$ cat config.mk
export PLATFORM = sky130hd
export DESIGN_NAME = mode_reg_config
export DESIGN_NICKNAME = d
export VERILOG_FILES = /design/src/hw/mode_reg_pkg.sv /design/src/hw/mode_reg_config.sv /design/src/hw/primary_field_decode.sv
export SDC_FILE = /design/constraint.sdc
export NUM_CORES = 1
export LEC_CHECK = 0
export BUFFER_PORTS_ARGS = -buffer_cell sky130_fd_sc_hd__buf_2
export CORE_MARGIN = 3
export CORE_UTILIZATION = 35
export CTS_CLUSTER_DIAMETER = 120
export CTS_CLUSTER_SIZE = 8
export DETAILED_ROUTE_END_ITERATION = 12
export PLACE_DENSITY = 0.6
export RECOVER_POWER = 25
export SLEW_MARGIN = 15
export SYNTH_ARGS = -nofsm -noshare
export SYNTH_HDL_FRONTEND = slang
export SYNTH_HIERARCHICAL = 1
export SYNTH_SLANG_ARGS = --single-unit
$ cat constraint.sdc
create_clock -name clock_in -period 2.8 [get_ports clock_in]
set_input_delay 0.28 -clock clock_in [delete_from_list [all_inputs] [get_ports clock_in]]
set_output_delay 0.28 -clock clock_in [all_outputs]
set_load 0.03 [all_outputs]
$ cat src/hw/mode_reg_pkg.sv
/*
  Package for the mode-register block: command pin layout, bank selects,
  field positions, reset values and decode constants.
  Assumes a single 20 MHz clock domain; nothing else.
*/
`default_nettype none
package mode_reg_pkg;

  // ==========================================================
  // Widths
  localparam int unsigned ADDR_W = 15;
  localparam int unsigned BANK_W = 3;
  localparam int unsigned REG_COUNT = 4;

  // ==========================================================
  // Bank select codes for the four registers
  localparam logic [1:0] SEL_PRIMARY = 2'h0;
  localparam logic [1:0] SEL_EXT_ONE = 2'h1;
  localparam logic [1:0] SEL_EXT_TWO = 2'h2;
  localparam logic [1:0] SEL_EXT_THREE = 2'h3;

  // ==========================================================
  // Field positions: primary register, A12 on-the-fly select, pattern enable
  localparam int unsigned BURST_FIELD_LSB = 0;
  localparam int unsigned LAT_LOW_BIT = 2;
  localparam int unsigned ORDER_BIT = 3;
  localparam int unsigned LAT_HIGH_LSB = 4;
  localparam int unsigned TEST_BIT = 7;
  localparam int unsigned DLL_RST_BIT = 8;
  localparam int unsigned WR_LSB = 9;
  localparam int unsigned PD_EXIT_BIT = 12;
  localparam int unsigned OTF_SEL_BIT = 12;
  localparam int unsigned PATTERN_EN_BIT = 2;

  // ==========================================================
  // Burst length field encodings
  localparam logic [1:0] BURST_FIXED_EIGHT = 2'h0;
  localparam logic [1:0] BURST_ON_THE_FLY = 2'h1;
  localparam logic [1:0] BURST_FIXED_FOUR = 2'h2;
  localparam logic [1:0] BURST_RESERVED = 2'h3;

  // ==========================================================
  // Reset values and timing
  localparam logic [ADDR_W-1:0] MODE_REG_RESET = 15'h0000;
  localparam logic [4:0] CHOP_PULL_IN = 5'h02;
  localparam logic [4:0] ROW_PRECHARGE_CYCLES = 5'h0b;

  // Decoded primary register view
  typedef struct packed {
    logic [1:0] burst_len;
    logic       interleave;
    logic [3:0] latency;
    logic       test_mode;
    logic       dll_reset;
    logic [3:0] write_recovery;
    logic       fast_pd_exit;
    logic       reserved_code;
  } primary_view_type;

  // Command pins
  typedef struct packed {
    logic              cs_b;
    logic              ras_b;
    logic              cas_b;
    logic              we_b;
    logic [BANK_W-1:0] bank;
    logic [ADDR_W-1:0] addr;
  } cmd_pins_type;

endpackage
`default_nettype wire

$ cat src/hw/mode_reg_config.sv
/*
  Mode-register capture block of the memory device: decodes the command
  pins, keeps the four mode register images and derives burst, latency
  and recovery controls from them, write termination from the pins.
  Assumes command pins sampled synchronously on clock_in, with the
  controller keeping reset, ordering and reserved-bit obligations.
*/
`timescale 1ns/1ps
`default_nettype none

module mode_reg_config
  import mode_reg_pkg::*;
(
  input  wire logic              clock_in,
  input  wire logic              rst_b_in,
  input  wire logic              clk_en_in,
  input  wire logic              cke_in,
  input  wire logic              cs_b_in,
  input  wire logic              ras_b_in,
  input  wire logic              cas_b_in,
  input  wire logic              we_b_in,
  input  wire logic [BANK_W-1:0] bank_in,
  input  wire logic [ADDR_W-1:0] addr_in,
  input  wire logic              nom_term_en_in,
  input  wire logic              write_level_in,
  output logic [ADDR_W-1:0]      primary_mode_reg_out,
  output logic [ADDR_W-1:0]      extended_mode_reg_one_out,
  output logic [ADDR_W-1:0]      extended_mode_reg_two_out,
  output logic [ADDR_W-1:0]      extended_mode_reg_three_out,
  output logic [1:0]             burst_length_field_out,
  output logic                   read_burst_order_out,
  output logic [3:0]             read_latency_field_out,
  output logic                   test_mode_bit_out,
  output logic                   dll_reset_req_out,
  output logic                   powerdown_exit_select_out,
  output logic [3:0]             min_recovery_cycles_out,
  output logic [4:0]             autoprecharge_write_delay_out,
  output logic                   reserved_code_out,
  output logic                   pattern_read_en_out,
  output logic [1:0]             pattern_select_out,
  output logic                   access_valid_out,
  output logic                   chopped_burst_four_out,
  output logic                   burst_of_eight_out,
  output logic [1:0]             timer_pull_in_out,
  output logic                   write_term_en_out
);

  // ==========================================================
  // Command decode
  cmd_pins_type     pins;
  primary_view_type view;
  logic             mode_write;
  logic             access_cmd;
  logic             write_cmd;
  logic [1:0]       reg_sel;

  assign pins = '{cs_b: cs_b_in, ras_b: ras_b_in, cas_b: cas_b_in,
                  we_b: we_b_in, bank: bank_in, addr: addr_in};
  // All four strobes low with clock enable high
  assign mode_write = cke_in && !pins.cs_b && !pins.ras_b &&
                      !pins.cas_b && !pins.we_b;
  assign access_cmd = cke_in && !pins.cs_b && pins.ras_b && !pins.cas_b;
  assign write_cmd = access_cmd && !pins.we_b;
  assign reg_sel = pins.bank[1:0];

  // ==========================================================
  // Register images
  logic [ADDR_W-1:0] image_q [REG_COUNT];
  logic [ADDR_W-1:0] image_d [REG_COUNT];

  // Only the selected image takes the address bus
  always_comb begin
    for (int i = 0; i < REG_COUNT; i++) begin
      image_d[i] = image_q[i];
    end
    if (mode_write) begin
      image_d[reg_sel] = pins.addr;
    end
  end

  always_ff @(posedge clock_in or negedge rst_b_in) begin
    if (!rst_b_in) begin
      for (int i = 0; i < REG_COUNT; i++) begin
        image_q[i] <= MODE_REG_RESET;
      end
    end else if (clk_en_in) begin
      for (int i = 0; i < REG_COUNT; i++) begin
        image_q[i] <= image_d[i];
      end
    end
  end

  // ==========================================================
  // Field decode of the primary image
  primary_field_decode u_decode (
    .image_in (image_d[SEL_PRIMARY]),
    .view_out (view)
  );

  // ==========================================================
  // Derived controls, next values
  logic [1:0] burst_d;
  logic       order_d;
  logic [3:0] lat_d;
  logic       test_d;
  logic       dll_d;
  logic       pdx_d;
  logic [3:0] wr_d;
  logic [4:0] dal_d;
  logic       resv_d;
  logic       pat_en_d;
  logic [1:0] pat_sel_d;
  logic       acc_d;
  logic       chop_d;
  logic       eight_d;
  logic [1:0] pull_d;
  logic       term_d;

  // Next values for the outputs: mode fields from the updated images, access, burst size and termination from the command pins
  always_comb begin
    burst_d = view.burst_len;
    order_d = view.interleave;
    lat_d = view.latency;
    test_d = view.test_mode;
    dll_d = view.dll_reset;
    pdx_d = view.fast_pd_exit;
    wr_d = view.write_recovery;
    // Recovery plus row precharge; zero when recovery code is reserved
    dal_d = (wr_d == 4'h0) ? 5'h00 :
            5'({1'b0, wr_d} + ROW_PRECHARGE_CYCLES);
    resv_d = view.reserved_code;
    pat_en_d = image_d[SEL_EXT_THREE][PATTERN_EN_BIT];
    // Pattern select is meaningless in normal mode, so force it quiet
    pat_sel_d = pat_en_d ? image_d[SEL_EXT_THREE][1:0] : 2'h0;
    acc_d = access_cmd;
    chop_d = 1'b0;
    eight_d = 1'b0;
    pull_d = 2'h0;
    if (access_cmd) begin
      unique case (burst_d)
        BURST_FIXED_EIGHT: eight_d = 1'b1;
        BURST_FIXED_FOUR: begin
          chop_d = 1'b1;
          // Internal write begins early only for fixed chop
          if (write_cmd) begin
            pull_d = CHOP_PULL_IN[1:0];
          end
        end
        BURST_ON_THE_FLY: begin
          // A12 sampled with the command; timers stay put
          chop_d = !pins.addr[OTF_SEL_BIT];
          eight_d = pins.addr[OTF_SEL_BIT];
        end
        default: begin
          chop_d = 1'b0;
          eight_d = 1'b0;
        end
      endcase
    end
    // Write termination held off in leveling, else active on writes
    term_d = write_cmd && !write_level_in &&
             (nom_term_en_in || !nom_term_en_in);
  end

  // ==========================================================
  // Output registers
  always_ff @(posedge clock_in or negedge rst_b_in) begin
    if (!rst_b_in) begin
      burst_length_field_out <= BURST_FIXED_EIGHT;
      read_burst_order_out <= 1'b0;
      read_latency_field_out <= 4'h0;
      test_mode_bit_out <= 1'b0;
      dll_reset_req_out <= 1'b0;
      powerdown_exit_select_out <= 1'b0;
      min_recovery_cycles_out <= 4'h0;
      autoprecharge_write_delay_out <= 5'h00;
      reserved_code_out <= 1'b0;
      pattern_read_en_out <= 1'b0;
      pattern_select_out <= 2'h0;
      access_valid_out <= 1'b0;
      chopped_burst_four_out <= 1'b0;
      burst_of_eight_out <= 1'b0;
      timer_pull_in_out <= 2'h0;
      write_term_en_out <= 1'b0;
      primary_mode_reg_out <= MODE_REG_RESET;
      extended_mode_reg_one_out <= MODE_REG_RESET;
      extended_mode_reg_two_out <= MODE_REG_RESET;
      extended_mode_reg_three_out <= MODE_REG_RESET;
    end else if (clk_en_in) begin
      burst_length_field_out <= burst_d;
      read_burst_order_out <= order_d;
      read_latency_field_out <= lat_d;
      test_mode_bit_out <= test_d;
      dll_reset_req_out <= dll_d;
      powerdown_exit_select_out <= pdx_d;
      min_recovery_cycles_out <= wr_d;
      autoprecharge_write_delay_out <= dal_d;
      reserved_code_out <= resv_d;
      pattern_read_en_out <= pat_en_d;
      pattern_select_out <= pat_sel_d;
      access_valid_out <= acc_d;
      chopped_burst_four_out <= chop_d;
      burst_of_eight_out <= eight_d;
      timer_pull_in_out <= pull_d;
      write_term_en_out <= term_d;
      primary_mode_reg_out <= image_d[SEL_PRIMARY];
      extended_mode_reg_one_out <= image_d[SEL_EXT_ONE];
      extended_mode_reg_two_out <= image_d[SEL_EXT_TWO];
      extended_mode_reg_three_out <= image_d[SEL_EXT_THREE];
    end
  end
endmodule
`default_nettype wire

$ cat src/hw/primary_field_decode.sv
/*
  Decoder that turns the primary mode register image into cycle counts
  and flags. Purely combinational; the caller registers the results.
*/
`timescale 1ns/1ps
`default_nettype none
module primary_field_decode
  import mode_reg_pkg::*;
(
  input  wire logic [ADDR_W-1:0] image_in,
  output primary_view_type       view_out
);

  logic [3:0] lat_code;
  logic [2:0] wr_code;

  // ==========================================================
  // Latency and recovery tables
  always_comb begin
    lat_code = {image_in[LAT_HIGH_LSB+2], image_in[LAT_HIGH_LSB+1],
                image_in[LAT_HIGH_LSB], image_in[LAT_LOW_BIT]};
    wr_code = image_in[WR_LSB +: 3];
    view_out = '0;
    view_out.burst_len = image_in[BURST_FIELD_LSB +: 2];
    view_out.interleave = image_in[ORDER_BIT];
    view_out.test_mode = image_in[TEST_BIT];
    view_out.dll_reset = image_in[DLL_RST_BIT];
    view_out.fast_pd_exit = image_in[PD_EXIT_BIT];
    unique case (lat_code)
      4'h2: view_out.latency = 4'h5;
      4'h4: view_out.latency = 4'h6;
      4'h6: view_out.latency = 4'h7;
      4'h8: view_out.latency = 4'h8;
      4'ha: view_out.latency = 4'h9;
      4'hc: view_out.latency = 4'ha;
      4'he: view_out.latency = 4'hb;
      default: view_out.latency = 4'h0;
    endcase
    unique case (wr_code)
      3'h1: view_out.write_recovery = 4'h5;
      3'h2: view_out.write_recovery = 4'h6;
      3'h3: view_out.write_recovery = 4'h7;
      3'h4: view_out.write_recovery = 4'h8;
      3'h5: view_out.write_recovery = 4'ha;
      3'h6: view_out.write_recovery = 4'hc;
      default: view_out.write_recovery = 4'h0;
    endcase
    view_out.reserved_code = (view_out.latency == 4'h0) ||
                             (view_out.write_recovery == 4'h0) ||
                             (view_out.burst_len == BURST_RESERVED);
  end

endmodule
`default_nettype wire

==> reports/qor.yml <==
outcome:
  status: "finished, violations left"
  failed_checks: "capacitance limit, slew limit"
place:
  portBuffers: 113
  gp_congestion: 0.702
  hpwlAfterDp_mm: 6.29
worst_setup_path:
  startpoint: "we_b_in"
  crit_family: "simple AND/OR/NAND/NOR gates"
  critPathMaxFanout: 6
  regToRegStartpoint: "primary_mode_reg_out[11]$_DFFE_PN0P_"
  cp.arrival_ps: 2530
  crit_type: "input pin to flop"
  critPathBufInv: 1
  end_kind: "flop"
  slowest_stage: "o21ai_0"
  critical_path.max_stage_delay_ps: 540
  start_kind: "input pin"
  crit_chain: "buf_2 -> nor4_2 -> nand2_1 -> mux2_2 -> o21ai_0 -> nor3_1 -> or3_1 -> a31oi_1"
  required_ps: 3080
timing:
  fin_crit_ps: 2260
  relSlewSlack_pct: -40.8
  hold_slack_ps: 106
  drv_slew: 88
  clock_skew_ps: 11.9
  timing.final.crit_share_pct: 80.6
  rsz0062_at_grt: "no"
  fin_setup_tns_ps: 0
  tightestPinTransition_ps: 2110
  setup_violations: 0
  hold_violations: 0
  fmax_mhz: 443
die:
  die_w_um: 112
  start_util_pct: 36.1
  coreArea_um2: 10900
  dieArea_um2: 12500
  io-pin-count: 117
  die_h_um: 112
  rows: 38
global_route:
  grt_pass1_vias: 2561
  grt_pass1_wl_mm: 14.1
  gr-usage-met3_pct: 3.26
  track_usage_pct: 14.3
  grt_max_degree: 88
  antenna_found_initial: 0
  overflow: 0
  grt_busiest_layer: "met2"
  use_met2_pct: 21.3
  grt_use_met1_pct: 20.4
routing:
  wirelength_mm: 8.72
  avgViaCountPerCell: 4.79
  vias: 2506
  wire_per_inst_um: 16.7
  drt_iter0_drc: 85
  ant_nets: 0
  first_pass_iters: 4
  drc: 0
clocking:
  clkTransAtPathRegs_ps: 90
  postCtsHoldBufs: 0
  numCtsBuffers: 9
  cts_root_buf: "clkbuf_8"
  ctsResizeCount: 0
  htreeDepth: 3
  cts_sinks: 87
  clk_latency_ps: 350
  cts.path.max_buffers: 2
  postCtsSetupBuffers: 0
  tritoncts: "done"
worst_hold_path:
  min_from: "write_level_in"
  hold_path_class: "input pin to flop"
layout:
  layout_common_cells: "buf_2 (112), dfrtp_1 (87), mux2_2 (58)"
  antennaDiodeCount: 0
  drive_gt1_share_pct: 60.6
  final_common_cell: "buf_2"
  syn_to_final_growth_pct: 23.0
  nNetsFinal: 409
  final_core_util_pct: 44.3
yosys:
  synth_cells: 266
  syn_area_um2: 3930
  synth_fp_nets: 297
  ys.warnings.count: 6
  avgSynthCellArea_um2: 14.8
run:
  maxCapViolations: 1
pwr:
  pwr_density_cell_nw_per_um2: 648
  leakage_nw: 2.71
  report.power.total_mw: 3.13
  max-vdd-ir-drop_mv: 0.278
## flip-flops by register name, summed over array words and instances (netlist names), 2 cells and up
register                       flops
primary_mode_reg_out              15
burst_length_field_out             2
extended_mode_reg_three_out       14
read_latency_field_out             4
extended_mode_reg_two_out         15
extended_mode_reg_one_out         15
autoprecharge_write_delay_out      5
min_recovery_cycles_out            4
pattern_select_out                 2
## layout make-up
cell class                 count  area, um2
multi-input combinational    155       1600
clock inverter                 5        105
timing repair buffer         118        603
clock buffer                  11        141
tap                          140        175
sequential                    87       2180
fill                        1030       6060
inverter                       7       26.3
## routing by layer
layer  wire, um  vias up
met5          0        -
met4        113        0
met3        488        9
met2       3970       76
met1       4140     1254
li1           -     1167
## final timing paths
kind	end	cells past startpoint	slack (ps)
max	autoprecharge_write_delay_out[3]$_DFFE_PN0P_	8	540
max reg2reg	autoprecharge_write_delay_out[3]$_DFFE_PN0P_	5	850
min in group asynchronous	extended_mode_reg_one_out[13]$_DFFE_PN0P_	1	540
max in group asynchronous	read_latency_field_out[3]$_DFFE_PN0P_	1	1010
min reg2reg	burst_of_eight_out$_DFFE_PN0P_	2	490
min	write_term_en_out$_DFFE_PN0P_	2	110
## stage by stage
| step | cells | setup slack (ps) | cell area (um2) |
|---|---|---|---|
| 3_5_place_dp | 507 | 156 | 4580 |
| 5_1_grt | 523 | 337 | 4830 |
| 6_report | 523 | 544 | 4830 |
| 2_1_floorplan | 266 | 378 | 3930 |
| 3_3_place_gp | 507 | 255 | 4580 |
| 4_1_cts | 523 | 551 | 4830 |
## power breakdown
group	switching [mW]	internal [mW]	total [mW]	leakage, nW
Sequential	0.0621	1.36	1.43	1.18
Clock	0.442	0.618	1.06	0.116
Combinational	0.410	0.233	0.643	1.41
## worst register-to-register path, stage by stage (launching register included)
cell and delay (ps):
dfrtp_1 400, mux2_2 310, o21ai_0 540, nor3_1 150
or3_1 330, a31oi_1 160
Note: power is estimated with default switching activity, not from simulation.
